--- src/verilog/rbt_pkg.sv ---
// shared constants of the registered bus transceiver
package rbt_pkg;

  // width of each direction register
  localparam int DATA_W = 8;

  // register byte offsets, decoded on the low address bits
  localparam int ADDR_DEC_W = 4;
  localparam logic [ADDR_DEC_W-1:0] OFS_CTRL = 4'h0;
  localparam logic [ADDR_DEC_W-1:0] OFS_AB_DATA = 4'h4;
  localparam logic [ADDR_DEC_W-1:0] OFS_BA_DATA = 4'h8;
  localparam logic [ADDR_DEC_W-1:0] OFS_PIN_STAT = 4'hC;

  // control register fields
  localparam int CTRL_W = 2;
  localparam int CTRL_INV_AB_BIT = 0;
  localparam int CTRL_INV_BA_BIT = 1;

  // pin status register fields
  localparam int STAT_W = 6;
  localparam int STAT_AB_CEN_BIT = 0;
  localparam int STAT_BA_CEN_BIT = 1;
  localparam int STAT_B_DEN_BIT = 2;
  localparam int STAT_A_DEN_BIT = 3;
  localparam int STAT_B_OE_BIT = 4;
  localparam int STAT_A_OE_BIT = 5;

  // reset values
  localparam logic [DATA_W-1:0] DATA_RST = 8'h00;
  localparam logic [31:0] RDATA_RST = 32'h0000_0000;

  // bus encodings
  localparam logic [2:0] HSIZE_WORD = 3'h2;
  localparam logic HRESP_OKAY = 1'b0;

endpackage : rbt_pkg

--- src/verilog/rbt_sync.sv ---
// two-flop synchroniser for a group of asynchronous levels
`timescale 1ns/1ps

module rbt_sync #(
  parameter int W = 1,
  parameter logic [W-1:0] RST = '0
) (
  input wire logic clk,
  input wire logic rst_n,
  input wire logic [W-1:0] d,
  output logic [W-1:0] q
);

  logic [W-1:0] meta_ff;
  logic [W-1:0] sync_ff;
  logic [W-1:0] nxt_meta;
  logic [W-1:0] nxt_sync;

  // meta_ff feeds sync_ff only
  always_comb
  begin
    nxt_meta = d;
    nxt_sync = meta_ff;
  end

  always_ff @(posedge clk or negedge rst_n)
  begin
    if (!rst_n)
    begin
      meta_ff <= RST;
      sync_ff <= RST;
    end
    else
    begin
      meta_ff <= nxt_meta;
      sync_ff <= nxt_sync;
    end
  end

  assign q = sync_ff;

endmodule : rbt_sync

--- src/verilog/rbt_dir.sv ---
// one direction of the transceiver: capture register and output driver
`timescale 1ns/1ps

module rbt_dir #(
  parameter int W = rbt_pkg::DATA_W
) (
  input wire logic clk,
  input wire logic rst_n,
  input wire logic cap_edge,
  input wire logic cap_en_n,
  input wire logic drive_en_n,
  input wire logic invert,
  input wire logic [W-1:0] din,
  output logic [W-1:0] store_q,
  output logic [W-1:0] pin_out,
  output logic pin_oe
);
  import rbt_pkg::*;

  logic [W-1:0] q_ff;
  logic [W-1:0] out_ff;
  logic oe_ff;
  logic [W-1:0] nxt_q;
  logic [W-1:0] nxt_out;
  logic nxt_oe;

  always_comb
  begin
    nxt_q = q_ff;
    if (cap_edge && !cap_en_n)
    begin
      nxt_q = din;
    end
    // built from nxt_q so the pins never lag the store by a cycle
    nxt_out = nxt_q ^ {W{invert}};
    nxt_oe = !drive_en_n;
  end

  always_ff @(posedge clk or negedge rst_n)
  begin
    if (!rst_n)
    begin
      q_ff <= W'(DATA_RST);
      out_ff <= W'(DATA_RST);
      oe_ff <= 1'b0;
    end
    else
    begin
      q_ff <= nxt_q;
      out_ff <= nxt_out;
      oe_ff <= nxt_oe;
    end
  end

  assign store_q = q_ff;
  assign pin_out = out_ff;
  assign pin_oe = oe_ff;

endmodule : rbt_dir

--- src/verilog/rbt_top.sv ---
// registered bidirectional bus transceiver with an ahb-lite control slave
//
// Notes on behaviour
// two separate 8-bit stores: A-to-B and B-to-A.
// each direction has its own capture clock, capture enable and drive enable.
// rising capture clock with capture enable low loads the input port.
// capture enable high keeps the stored value whatever clock or data do.
// drive enable high releases the output port.
// drive enable low drives the stored value; true level when not inverting.
// inverting variant drives the complement; storage and enables unchanged.
// B-to-A path behaves exactly like A-to-B with its own controls.
// outside parties keep off a port while its drive enable is low.
`timescale 1ns/1ps

module rbt_top #(
  parameter int DW = rbt_pkg::DATA_W,
  parameter logic INVERTING = 1'b0
) (
  input wire logic hclk,
  input wire logic hresetn,
  input wire logic hsel,
  input wire logic [31:0] haddr,
  input wire logic [1:0] htrans,
  input wire logic hwrite,
  input wire logic [2:0] hsize,
  input wire logic [31:0] hwdata,
  input wire logic hready,
  output logic [31:0] hrdata,
  output logic hreadyout,
  output logic hresp,
  input wire logic a_to_b_capture_clock,
  input wire logic b_to_a_capture_clock,
  input wire logic a_to_b_capture_enable_n,
  input wire logic b_to_a_capture_enable_n,
  input wire logic b_port_drive_enable_n,
  input wire logic a_port_drive_enable_n,
  input wire logic [DW-1:0] port_a_lines_in,
  output logic [DW-1:0] port_a_lines_out,
  output logic port_a_lines_oe,
  input wire logic [DW-1:0] port_b_lines_in,
  output logic [DW-1:0] port_b_lines_out,
  output logic port_b_lines_oe
);
  import rbt_pkg::*;

  localparam int SW = 2 * DW + 6;
  // enables are active low: they reset released so no port drives early
  localparam logic [SW-1:0] SYNC_RST = {{(2 * DW + 2){1'b0}}, 4'hF};

  // synchronised pin levels
  logic [SW-1:0] pins_s;
  logic [DW-1:0] a_data_s;
  logic [DW-1:0] b_data_s;
  logic ab_clk_s;
  logic ba_clk_s;
  logic ab_cen_s;
  logic ba_cen_s;
  logic b_den_s;
  logic a_den_s;

  // capture clock edge detection
  logic [1:0] clk_prev_ff;
  logic [1:0] nxt_clk_prev;
  logic ab_edge;
  logic ba_edge;

  // direction stores
  logic [DW-1:0] ab_q;
  logic [DW-1:0] ba_q;

  // bus slave state
  logic addr_acc;
  logic dp_wr_ff;
  logic [ADDR_DEC_W-1:0] dp_addr_ff;
  logic [CTRL_W-1:0] ctrl_ff;
  logic [31:0] hrdata_ff;
  logic nxt_dp_wr;
  logic [ADDR_DEC_W-1:0] nxt_dp_addr;
  logic [CTRL_W-1:0] nxt_ctrl;
  logic [31:0] nxt_hrdata;
  logic [STAT_W-1:0] pin_stat;

  // every pin level crosses two flops; data and clocks see equal delay
  rbt_sync #(
    .W(SW),
    .RST(SYNC_RST)
  ) u_sync (
    .clk(hclk),
    .rst_n(hresetn),
    .d({port_a_lines_in, port_b_lines_in, a_to_b_capture_clock, b_to_a_capture_clock,
        a_to_b_capture_enable_n, b_to_a_capture_enable_n, b_port_drive_enable_n,
        a_port_drive_enable_n}),
    .q(pins_s)
  );

  assign a_data_s = pins_s[SW-1 -: DW];
  assign b_data_s = pins_s[SW-DW-1 -: DW];
  assign ab_clk_s = pins_s[5];
  assign ba_clk_s = pins_s[4];
  assign ab_cen_s = pins_s[3];
  assign ba_cen_s = pins_s[2];
  assign b_den_s = pins_s[1];
  assign a_den_s = pins_s[0];

  always_comb
  begin
    nxt_clk_prev = {ba_clk_s, ab_clk_s};
  end

  always_ff @(posedge hclk or negedge hresetn)
  begin
    if (!hresetn)
    begin
      clk_prev_ff <= 2'h0;
    end
    else
    begin
      clk_prev_ff <= nxt_clk_prev;
    end
  end

  // rising edges only; a pin pulse shorter than one hclk period may be missed
  assign ab_edge = ab_clk_s & ~clk_prev_ff[0];
  assign ba_edge = ba_clk_s & ~clk_prev_ff[1];

  // a to b: loads from port A, drives port B
  rbt_dir #(
    .W(DW)
  ) u_ab (
    .clk(hclk),
    .rst_n(hresetn),
    .cap_edge(ab_edge),
    .cap_en_n(ab_cen_s),
    .drive_en_n(b_den_s),
    .invert(ctrl_ff[CTRL_INV_AB_BIT]),
    .din(a_data_s),
    .store_q(ab_q),
    .pin_out(port_b_lines_out),
    .pin_oe(port_b_lines_oe)
  );

  // b to a: same block, own controls
  rbt_dir #(
    .W(DW)
  ) u_ba (
    .clk(hclk),
    .rst_n(hresetn),
    .cap_edge(ba_edge),
    .cap_en_n(ba_cen_s),
    .drive_en_n(a_den_s),
    .invert(ctrl_ff[CTRL_INV_BA_BIT]),
    .din(b_data_s),
    .store_q(ba_q),
    .pin_out(port_a_lines_out),
    .pin_oe(port_a_lines_oe)
  );

  // pin status as software sees it
  always_comb
  begin
    pin_stat = '0;
    pin_stat[STAT_AB_CEN_BIT] = ab_cen_s;
    pin_stat[STAT_BA_CEN_BIT] = ba_cen_s;
    pin_stat[STAT_B_DEN_BIT] = b_den_s;
    pin_stat[STAT_A_DEN_BIT] = a_den_s;
    pin_stat[STAT_B_OE_BIT] = port_b_lines_oe;
    pin_stat[STAT_A_OE_BIT] = port_a_lines_oe;
  end

  assign addr_acc = hsel && hready && htrans[1];

  always_comb
  begin
    nxt_dp_wr = addr_acc && hwrite && (hsize == HSIZE_WORD);
    nxt_dp_addr = addr_acc ? haddr[ADDR_DEC_W-1:0] : dp_addr_ff;
    nxt_ctrl = ctrl_ff;
    if (dp_wr_ff && (dp_addr_ff == OFS_CTRL))
    begin
      nxt_ctrl = hwdata[CTRL_W-1:0];
    end
    nxt_hrdata = hrdata_ff;
    if (addr_acc && !hwrite)
    begin
      // nxt_ctrl so a read right after a write returns the new value
      unique case (haddr[ADDR_DEC_W-1:0])
        OFS_CTRL: nxt_hrdata = {{(32 - CTRL_W){1'b0}}, nxt_ctrl};
        OFS_AB_DATA: nxt_hrdata = {{(32 - DW){1'b0}}, ab_q};
        OFS_BA_DATA: nxt_hrdata = {{(32 - DW){1'b0}}, ba_q};
        OFS_PIN_STAT: nxt_hrdata = {{(32 - STAT_W){1'b0}}, pin_stat};
        default: nxt_hrdata = RDATA_RST;
      endcase
    end
  end

  always_ff @(posedge hclk or negedge hresetn)
  begin
    if (!hresetn)
    begin
      dp_wr_ff <= 1'b0;
      dp_addr_ff <= OFS_CTRL;
      ctrl_ff <= {CTRL_W{INVERTING}};
      hrdata_ff <= RDATA_RST;
    end
    else
    begin
      dp_wr_ff <= nxt_dp_wr;
      dp_addr_ff <= nxt_dp_addr;
      ctrl_ff <= nxt_ctrl;
      hrdata_ff <= nxt_hrdata;
    end
  end

  // zero wait states, never an error
  assign hreadyout = 1'b1;
  assign hrdata = hrdata_ff;
  assign hresp = HRESP_OKAY;
endmodule : rbt_top

--- config.mk ---
export PLATFORM = sky130hd
export DESIGN_NAME = rbt_top
export DESIGN_NICKNAME = d
export VERILOG_FILES = /design/src/verilog/rbt_pkg.sv /design/src/verilog/rbt_sync.sv /design/src/verilog/rbt_dir.sv /design/src/verilog/rbt_top.sv
export SDC_FILE = /design/constraint.sdc
export NUM_CORES = 1
export LEC_CHECK = 0
export BUFFER_PORTS_ARGS = -buffer_cell sky130_fd_sc_hd__buf_2
export CORE_ASPECT_RATIO = 0.5
export CORE_MARGIN = 10
export CORE_UTILIZATION = 47
export DETAILED_ROUTE_END_ITERATION = 7
export MAX_ROUTING_LAYER = met4
export PLACE_DENSITY = 0.9
export SYNTH_ARGS = -nofsm -noshare
export SYNTH_HDL_FRONTEND = slang
export SYNTH_HIERARCHICAL = 1
export SYNTH_SLANG_ARGS = --single-unit
export TNS_END_PERCENT = 5
--- constraint.sdc ---
create_clock -name hclk -period 1.75 [get_ports hclk]
set_input_delay 0.4375 -clock hclk [delete_from_list [all_inputs] [get_ports hclk]]
set_output_delay 0.4375 -clock hclk [all_outputs]
set_load 0.02 [all_outputs]
# ---- Yosys cells after proc, flatten, opt, wreduce, memory -nomap -nowiden
# Index checks and enable logic that the tools add are counted.
dict set report word_totals {
  reg_bits 119
  inputBits 96
  output_inout_bits 52
  wordCells 42
}
dict set report classes {
  n_eq_ne 4
  n_mux 4
  bitwise 6
  reduce_logical 15
}
# op count
set ops {}
lappend ops {{$pmux W8 S4} 1}
lappend ops {{$mux W8} 2}
lappend ops {{$xor A8 B8 Y8} 2}
lappend ops {{$eq A4 B4 Y1 const B} 2}
lappend ops {{$logic_and A1 B1 Y1} 8}
lappend ops {{$logic_not A4 Y1} 2}
lappend ops {{$logic_not A1 Y1} 5}
lappend ops {{$eq A4 B3 Y1 const B} 1}
lappend ops {{$eq A3 B2 Y1 const B} 1}
lappend ops {{$and A1 B1 Y1} 2}
lappend ops {{$mux W2} 1}
lappend ops {{$not A1 Y1} 2}

# ---- Logic depth before layout (Yosys ltp)
# Gate-level depths: netlist of run 1.
dict set report depth {
  ltp_word 5
  depth_mapped 6
  mapped_depth_nobuf 4
}

# ---- Modules after synthesis
# The synthesis of run 1 kept the hierarchy.
# mod n_inst cells_per_inst area_per_inst_um2 seq_area_each_um2
set modules_own_cells {}
lappend modules_own_cells {rbt_dir 2 37 648.1 425.4}
lappend modules_own_cells {rbt_sync 1 44 1111.1 1111.1}
lappend modules_own_cells {rbt_top 1 104 1069.8 425.4}

# ---- Worst setup path after synthesis of run 1
# No wires, ideal clock.
dict set report synth_timing {
  path_type {input port to flip-flop}
  startpoint {input haddr[3]}
  endpoint {register hrdata_ff[0] (netlist: hrdata[0])}
  arrival_time_ps 1366
  t_required_ps 1624
  path_slack_ps 258
  cell_stages 5
  path_cell_list {buf_2 -> mux2_2 -> a22oi_1 -> nor2_1 -> a221o_1}
}
dict set report synth_between {
  elab_chain_cells 2
  word_cells_on_any_way 5
  cone_classes {eq/ne (3); mux (1); reduce/logical (1)}
}
# element line
set synth_lines {}
lappend synth_lines {{start: declaration} rbt_top.sv:22} ;# input wire logic [31:0] haddr,
lappend synth_lines {{$eq A4 B4 Y1 (tied with other cells)} rbt_top.sv:185} ;# unique case (haddr[ADDR_DEC_W-1:0])
lappend synth_lines {{$pmux W8 S4 *} rbt_top.sv:185}
lappend synth_lines {{end signal: assignment} rbt_top.sv:209} ;# hrdata_ff <= nxt_hrdata;
lappend synth_lines {{end: declaration} rbt_top.sv:76} ;# logic [31:0] hrdata_ff;
# Mark *: on every way between the ends. The rest lies on a longest branch, timed or not.
# A chain may end at the register's enable or synchronous reset.

# ---- Worst setup path in the final report of run 1
dict set report layout_timing {
  startpoint {register dp_addr_ff[3]}
  endpoint {register hrdata_ff[1] (netlist: hrdata[1])}
}
dict set report layout_between {
  elab_chain_cells 4
}
# element line
set layout_lines {}
lappend layout_lines {{start: declaration} rbt_top.sv:74} ;# logic [ADDR_DEC_W-1:0] dp_addr_ff;
lappend layout_lines {{start signal: assignment} rbt_top.sv:207} ;# dp_addr_ff <= nxt_dp_addr;
lappend layout_lines {{$logic_not A4 Y1} rbt_top.sv:177} ;# if (dp_wr_ff && (dp_addr_ff == OFS_CTRL))
lappend layout_lines {{$logic_and A1 B1 Y1} rbt_top.sv:177}
lappend layout_lines {{$mux W2} rbt_top.sv:177}
lappend layout_lines {{$pmux W8 S4} rbt_top.sv:185}
# Every way passes these cells.

==> impl_metrics.toml, run 1 <==
[outcome]
run_status = "complete, no violations"

[synthesis]
synth_ff_type = "dfrtp_1"
synth_enable_flop_cells = 0
synthTopCellsByArea = "dfrtp_1 63%, mux2_4 6.9%, dfstp_2 6.0%, buf_4 5.6%, xor2_1 4.0%"
synth.distinct_cells = 27
ys_seq_area_share_pct = 68.7
synth_area_mm2 = 0.00348
syn_area_per_cell_um2 = 15.7
synth_top_area_share_pct = 62.6
synth_common_cells = "87 x dfrtp_1, 26 x buf_4, 16 x mux2_4, 16 x xor2_1, 12 x mux2_2"
synth-async-reset-ratio_pct = 100
yosysMostFrequentCell = "dfrtp_1"
ys_ff_latch = 95
syn_inst = 222
yosys.area.top_type = "dfrtp_1"
ys.warnings.count = 6

[floorplan]
die_h_um = 80.8
ios = 148
core_region_area_mm2 = 0.00727
dieArea_mm2 = 0.0114
start_util_pct = 47.8
die_w_um = 142
fp-row-count = 22

[timing]
drv_slew = 0
setup_slack_ns = 0.312
final.setup.tns_ns = 0
min_period_over_period_pct = 82.2
rsz0062_at_grt = "false"
clock_skew_ns = 0.00435
period_minus_slack_ns = 1.44
finalSetupViolations = 0
hold_viol_final = 0
max_freq_mhz = 695
relSlewSlack_pct = 58.2
worstMarginPinSlew_ns = 0.626
holdWs_ns = 0.0285

[placement]
port_buffers = 62
dpl_cell_area_mm2 = 0.00381
place_ws_ns = 0.0770
gp_congestion = 0.790
place_hpwl_um = 5020

[worst_hold_path]
min_path_type = "input port to async pin"

[power]
leakagePower_nw = 2.07
irDropWorstVdd_uv = 557
power_mw = 5.34
p_per_area_mw_per_mm2 = 1290

[global_route]
use_met2_pct = 22.8
grt_max_degree = 33
antenna_found_initial = 0
grt_pass1_wl_um = 11300
use_met1_pct = 14.2
use_met3_pct = 4.54
grt_pass1_vias = 2143
gr-total-overflow = 0
grt.busiest_layer = "met2"
grt.total_usage_pct = 13.2

[drt]
drc = 0
final_antenna_net_count = 0
dr.first_iter.drc_count = 186
finalWirelength_um = 7080
firstDrtPassIters = 4
wl_per_cell_um = 18.1
vias = 1868
viasPerCell = 4.77

[cts]
cts_buffer_depth = 2
cts_hold_buf = 0
cts.htree.levels = 3
clk_latency_ns = 0.34
clkTransAtPathRegs_ns = 0.06
cts_tree = "done"
ctsResizeCount = 0
post_cts_buffers = 0
cts.sink_count = 95
numCtsBuffers = 9
cts-root-buf = "clkbuf_16"

[critical_path]
critPathMaxFanout = 4
crit_path_cell_trace = "nor4_4 > mux2i_1 > a221o_1"
worst_setup_path_start_kind = "flip-flop"
criticalPathCategory = "flip-flop to flip-flop"
critPathBufInv = 0
critPathMaxStageDelay_ns = 0.44
crit_path_end_kind = "flip-flop"
cpLargestDelayFamily = "simple AND/OR/NAND/NOR gates"
critPathRequiredTime_ns = 1.97
slowest_stage = "nor4_4"
crit_arrival_ns = 1.65

[finish]
nets = 387
fin_area_mm2 = 0.00413
diodes = 0
drive_above_1_share_pct = 41.9
area_delta_synth_final_pct = 18.9

[job]
maxCapViolations = 0
-- cell families after synthesis --
| family | count (synthesis) | share of synthesized area, % |
|---|---|---|
| AO/OA/AOI/OAI | 16 | 3.17 |
| flip-flops | 95 | 68.7 |
| buffers and inverters | 36 | 7.27 |
| other | 2 | 0.216 |
| AND/OR/NAND/NOR | 27 | 5.29 |
| multiplexers | 30 | 11.4 |
| XOR/XNOR | 16 | 4.03 |
-- where the power goes --
part	leakage (nW)	switching [mW]	internal, mW
Sequential	1.13	0.125	2.44
Clock	0.156	0.800	1.25
Combinational	0.788	0.423	0.297
Total	2.07	1.35	3.99
-- per-layer routing --
metal  part of all wire [%]  routed length, µm
met1                     41               2880
met2                     51               3640
met3                    6.4                454
met4                    1.5                105
met5                      0                  0
-- layout make-up --
cell class / count / area, µm²
inverters: 2 / 7.51
multi-input cells: 115 / 927
well taps: 96 / 120
clock buffers: 9 / 225
fillers: 553 / 3130
clock inverters: 7 / 95.1
repair buffers: 68 / 370
flip-flops and latches: 95 / 2390
-- flip-flops by register name, summed over array words and instances (netlist names) --
signal	count
u_sync/meta_ff	22
u_sync/q	22
hrdata	8
u_ab/pin_out	8
u_ab/store_q	8
u_ba/pin_out	8
u_ba/store_q	8
dp_addr_ff	4
clk_prev_ff	2
ctrl_ff	2
dp_wr_ff	1
u_ab/pin_oe	1
u_ba/pin_oe	1
-- placed cells by master, fill, tap and decap left out --
master      Yosys  final
a221o_1         2      2
a22oi_1         8      8
buf_12          0      1
buf_2           3     61
buf_4          26      6
bufinv_16       0      2
clkbuf_16       0      9
clkinv_2        0      2
clkinv_4        0      1
clkinvlp_4      0      1
conb_1          2     26
dfrtp_1        87     87
dfstp_2         8      8
inv_1           2      2
inv_6           0      1
mux2_2         12     12
mux2_4         16     16
mux2i_1         2      2
nand2_1        10     10
nand2b_1        1      1
nand2b_4        2      2
nand3_1         1      1
nand4b_4        1      1
nand4bb_1       1      1
nor2_1          4      4
nor2b_1         4      4
nor3_1          1      1
nor4_4          1      1
o21ai_0         6      6
or3_1           1      1
xor2_1         16     16
-- stage by stage --
| step | instances | util, % |
|---|---|---|
| after global routing | 392 | 56.9 |
| after CTS | 392 | 56.9 |
| after global placement | 376 | 52.5 |
| final | 392 | 56.9 |
| after floorplan | 246 | - |
| after detailed placement | 376 | 52.5 |
-- path summary, 6_finish.rpt --
kind / slack [ns] / cells past startpoint / from / to
max in group asynchronous: 1.09 / 2 / hresetn / u_sync/meta_ff[13]
hold reg to reg: 0.34 / 0 / u_sync/meta_ff[12] / u_sync/q[12]
setup reg to reg: 0.31 / 3 / dp_addr_ff[3] / hrdata[1]
setup / recovery: 0.31 / 3 / dp_addr_ff[3] / hrdata[1]
hold / removal: 0.03 / 1 / hresetn / u_ab/store_q[7]
min in group hclk: 0.20 / 1 / a_port_drive_enable_n / u_sync/meta_ff[0]
Note: power is estimated with default switching activity, not from simulation.
==> run 2: changes to the inputs <==
--- a/config.mk
+++ b/config.mk
@@ -8,10 +8,10 @@
 export BUFFER_PORTS_ARGS = -buffer_cell sky130_fd_sc_hd__buf_2
 export CORE_ASPECT_RATIO = 0.5
 export CORE_MARGIN = 10
-export CORE_UTILIZATION = 47
+export CORE_UTILIZATION = 43
 export DETAILED_ROUTE_END_ITERATION = 7
 export MAX_ROUTING_LAYER = met4
-export PLACE_DENSITY = 0.9
+export PLACE_DENSITY = 0.87
 export SYNTH_ARGS = -nofsm -noshare
 export SYNTH_HDL_FRONTEND = slang
 export SYNTH_HIERARCHICAL = 1
==> constraint.sdc (replaced) <==
create_clock -name hclk -period 1.3 [get_ports hclk]
set_input_delay 0.325 -clock hclk [delete_from_list [all_inputs] [get_ports hclk]]
set_output_delay 0.325 -clock hclk [all_outputs]
set_load 0.02 [all_outputs]
==> run 2 against run 1 <==
Net effect: sequential cell count unchanged; critical endpoint is now u_ba/pin_out[5]; largest cell class unchanged; clock power increased by 26%; register-to-register slack worse by 0.39 ns; combinational power increased by 38%; critical path type unchanged; via count is 2.2% lower; die area increased by 7.5%; sequential share of layout area is 0.84 points lower; utilization down 4.1 points; clock skew barely moved; the run now ends with negative setup slack left.
==> impl_metrics.toml, run 2 (synthesized netlist as in run 1, its figures left out) <==
[critical_path]
worst_setup_path_start_kind = "flip-flop"
rrSetupSlack_ns = -0.07
crit_path_end_kind = "flip-flop"
criticalPathCategory = "flip-flop to flip-flop"
crit_arrival_ns = 1.58
critPathMaxFanout = 8
critPathRequiredTime_ns = 1.51

[power]
irDropWorstVdd_uv = 719
p_per_area_mw_per_mm2 = 1680
leakagePower_nw = 2.09

[drt]
firstDrtPassIters = 4
vias = 1827
drc = 0
finalWirelength_um = 6650
viasPerCell = 4.42
final_antenna_net_count = 0
wl_per_cell_um = 16.1
dr.first_iter.drc_count = 149

[timing]
finalSetupViolations = 19
hold_viol_final = 0
holdWs_ns = 0.0867
rsz0062_at_grt = "true"
clock_skew_ns = 0.00402
final.setup.tns_ns = -0.830
period_minus_slack_ns = 1.37
max_freq_mhz = 728
min_period_over_period_pct = 106
drv_slew = 0
setup_slack_ns = -0.0736

[cts]
cts-root-buf = "clkbuf_16"
cts_buffer_depth = 2
numCtsBuffers = 9
cts_tree = "done"
cts.htree.levels = 3
cts.sink_count = 95
clk_latency_ns = 0.33
clkTransAtPathRegs_ns = 0.06

[worst_hold_path]
min_path_type = "input port to flip-flop"

[placement]
port_buffers = 62
placed_cells = 395
gp_congestion = 0.750
place_hpwl_um = 4910

[finish]
drive_above_1_share_pct = 43.2
multi_input_area_um2 = 937
n_fill_cell = 641
fin_cells = 413
nets = 392
seqCellArea_mm2 = 0.00239
fin_util_pct = 52.8
final_common_cell = "dfrtp_1"
diodes = 0
layout_common_cells = "87 x dfrtp_1, 61 x buf_2, 26 x conb_1"
area_delta_synth_final_pct = 20.6

[global_route]
grt_pass1_vias = 2126
grt_pass1_wl_um = 10800
gr-total-overflow = 0
antenna_found_initial = 0
grt_max_degree = 61
grt.total_usage_pct = 11.4

[floorplan]
core_region_area_mm2 = 0.00794
dieArea_mm2 = 0.0123
die_h_um = 83.6
ios = 148
die_w_um = 147
fp-row-count = 23
start_util_pct = 43.8

[outcome]
violations = "negative setup slack"
run_status = "complete, but fails checks"

[job]
maxCapViolations = 0
[run 2: cell count changes in the layout (fill, tap and decap cells not counted), sizes merged]
cell	delta
dlygate4sd3	+1
clkinvlp	+3
buf	+4
bufinv	-1
clkbuf	+1
clkinv	-3
[run 2: routing by layer]
metal | track usage [%] | vias to the layer above | part of all wire (%)
met5 | - | - | 0
met4 | 4.11 | 0 | 1.3
met3 | 4.11 | 14 | 5.9
met2 | 18.9 | 89 | 49
met1 | 12.6 | 898 | 43
li1 | - | 826 | -
[run 2: power by group]
| group | switching (mW) | internal [mW] | leakage [nW] | total (mW) |
|---|---|---|---|---|
| sequential | 0.151 | 3.29 | 1.13 | 3.44 |
| clock | 1.05 | 1.55 | 0.137 | 2.59 |
| combinational | 0.573 | 0.421 | 0.821 | 0.994 |
[run 2: layout make-up]
cell class,count,share of cell area [%]
Clock inverter,6,1.64
Tap cell,112,3.34
Sequential cell,95,56.9
Multi-Input combinational cell,115,22.3
Timing Repair Buffer,73,9.87
Clock buffer,10,5.70
Inverter,2,0.179
[run 2: critical path, stage by stage, from the launching register on]
cell      delay, ns
dfstp_2        0.53
nand2b_4       0.22
mux2_4         0.34
xor2_1         0.15
[run 2: worst paths after layout]
path                                         start                end  cells after the start
max                                    u_sync/q[2]    u_ba/pin_out[5]                      3
min                        a_to_b_capture_enable_n  u_sync/meta_ff[3]                      1
max reg2reg                            u_sync/q[2]    u_ba/pin_out[5]                      3
min reg2reg                     u_sync/meta_ff[15]       u_sync/q[15]                      0
max in group asynchronous                  hresetn  u_sync/meta_ff[1]                      3
min in group asynchronous                  hresetn    u_ba/store_q[2]                      3
[run 2: through the flow]
step	cell area [µm²]	setup slack, ns	power, mW
5_1_grt	4190	-0.136	7.33
2_1_floorplan	3580	-0.0209	4.14
6_report	4190	-0.0736	7.03
3_5_place_dp	3850	-0.223	4.46
3_3_place_gp	3850	-0.207	4.42
4_1_cts	4190	-0.0654	7.08
[run 2: repair_timing]
item / 4_1_cts / 5_1_grt
setup buffers: 1 / 0
resized for setup: 2 / 1
endpoints found under the setup margin: 20 / 21
hold buffers: 1 / 0
gates cloned: 0 / 0
endpoints found under the hold margin: 56 / 0
==> run 3: changes to the inputs <==
--- a/config.mk
+++ b/config.mk
@@ -12,6 +12,7 @@
 export DETAILED_ROUTE_END_ITERATION = 7
 export MAX_ROUTING_LAYER = met4
 export PLACE_DENSITY = 0.87
+export RECOVER_POWER = 25
 export SYNTH_ARGS = -nofsm -noshare
 export SYNTH_HDL_FRONTEND = slang
 export SYNTH_HIERARCHICAL = 1
==> run 3 against run 2 <==
Net effect: the run still ends with negative setup slack left; die area unchanged; routed wire length about the same; sequential power about the same; maximum frequency unchanged; first-iteration DRC count unchanged; critical endpoint unchanged.
==> impl_metrics.toml, run 3 (synthesized netlist as in run 1, its figures left out) <==
[floorplan]
start_util_pct = 43.8
die_w_um = 147
fp-row-count = 23
ios = 148
dieArea_mm2 = 0.0123
core_region_area_mm2 = 0.00794
die_h_um = 83.6

[finish]
diodes = 0
nets = 392
layout_common_cells = "87 x dfrtp_1, 58 x buf_2, 26 x conb_1"
area_delta_synth_final_pct = 20.5
fin_util_pct = 52.8
final_common_cell = "dfrtp_1"
drive_above_1_share_pct = 42.2

[worst_hold_path]
hold_path_depth = 1
min_path_type = "input port to flip-flop"
holdPathEnd = "u_sync/meta_ff[3]"
worstHoldStart = "a_to_b_capture_enable_n"

[critical_path]
criticalPathCategory = "flip-flop to flip-flop"
worst_setup_path_start_kind = "flip-flop"
crit_path_cell_trace = "nand2b_4 > mux2_4 > xor2_1"
reg2regPathDepth = 3
critPathRequiredTime_ns = 1.51
cpLargestDelayFamily = "flip-flops"
critPathBufInv = 0
slowest_stage = "dfstp_2"
reg2reg_to = "u_ba/pin_out[5]"
critPathMaxStageDelay_ns = 0.53
critPathMaxFanout = 8
crit_arrival_ns = 1.58
r2r-start = "u_sync/q[2]"
crit_path_end_kind = "flip-flop"
rrSetupSlack_ns = -0.07

[drt]
wl_per_cell_um = 16.1
finalWirelength_um = 6660
firstDrtPassIters = 4
vias = 1827
viasPerCell = 4.42
drc = 0
dr.first_iter.drc_count = 149
final_antenna_net_count = 0

[placement]
gp_congestion = 0.750
port_buffers = 62
place_hpwl_um = 4910

[cts]
clkTransAtPathRegs_ns = 0.06
numCtsBuffers = 9
cts.htree.levels = 3
clk_latency_ns = 0.33
cts.sink_count = 95
cts_tree = "done"
cts_buffer_depth = 2
cts-root-buf = "clkbuf_16"

[timing]
max_freq_mhz = 728
final.setup.tns_ns = -0.830
period_minus_slack_ns = 1.37
rsz0062_at_grt = "true"
clock_skew_ns = 0.00402
setup_slack_ns = -0.0736
finalSetupViolations = 19
hold_viol_final = 0
drv_slew = 0
min_period_over_period_pct = 106

[global_route]
antenna_found_initial = 0
gr-total-overflow = 0
grt_pass1_wl_um = 10800
grt.total_usage_pct = 11.4
grt_max_degree = 61
grt_pass1_vias = 2126

[outcome]
run_status = "complete, but fails checks"
violations = "negative setup slack"

[power]
p_per_area_mw_per_mm2 = 1680
p_clk_share_pct = 36.9
pwr-share-seq_pct = 49.0
p_sw_mw = 1.77
comb_power_share_pct = 14.1
leakagePower_nw = 2.08
swShare_pct = 25.2
intPower_mw = 5.26
irDropWorstVdd_uv = 719

[job]
maxCapViolations = 0
run 3: cell count changes in the layout (fill, tap and decap cells not counted), sizes merged:
cell    delta
buf        -3
clkbuf     +3
run 3: power by group through the flow:
stage               sequential [mW]  combinational (mW)  clock (mW)
detailed placement             3.49               0.973           0
global placement               3.48               0.944           0
global route                   3.47                1.07        2.78
CTS                            3.44                1.00        2.64
finish                         3.44               0.993        2.59
floorplan                      3.62               0.517           0
run 3: layer usage:
| metal | wire length [µm] | global-route usage [%] | part of all wire (%) |
|---|---|---|---|
| met1 | 2890 | 12.6 | 43 |
| met4 | 89 | 4.11 | 1.3 |
| met3 | 392 | 4.11 | 5.9 |
| met2 | 3280 | 18.9 | 49 |
| met5 | 0 | - | 0 |
run 3: worst max-delay path by stage:
stage / start / cells after the start / to
5_1_grt: dp_addr_ff[3] / 4 / hrdata[0]
3_5_place_dp: haddr[3] / 5 / hrdata[0]
3_3_place_gp: haddr[3] / 5 / hrdata[0]
6_report: u_sync/q[2] / 3 / u_ba/pin_out[5]
4_1_cts: dp_addr_ff[3] / 4 / hrdata[1]
2_1_floorplan: u_sync/q[3] / 4 / u_ab/pin_out[0]
run 3: cell type report:
type	instances	area, µm²
Inverter	2	7.51
Sequential cell	95	2390
Clock buffer	10	239
Tap cell	112	140
Fill cell	643	3750
Clock inverter	6	68.8
Multi-Input combinational cell	115	937
Timing Repair Buffer	73	410
run 3: what timing repair did:
action,in CTS,in global routing
buffers inserted,1,0
endpoints found under the setup margin,20,21
endpoints found under the hold margin,56,0
resized for setup,2,1
gates cloned,0,0
hold buffers,1,0
run 3: per-stage QoR:
step	cells	hold WS (ns)	cell area [µm²]	setup slack, ns	power [mW]
3_3_place_gp	395	0.333	3850	-0.207	4.42
6_report	413	0.0867	4190	-0.0736	7.03
5_1_grt	413	0.0702	4190	-0.136	7.33
4_1_cts	413	0.0771	4190	-0.0654	7.08
3_5_place_dp	395	0.335	3850	-0.223	4.46
2_1_floorplan	246	0.0294	3580	-0.0209	4.14
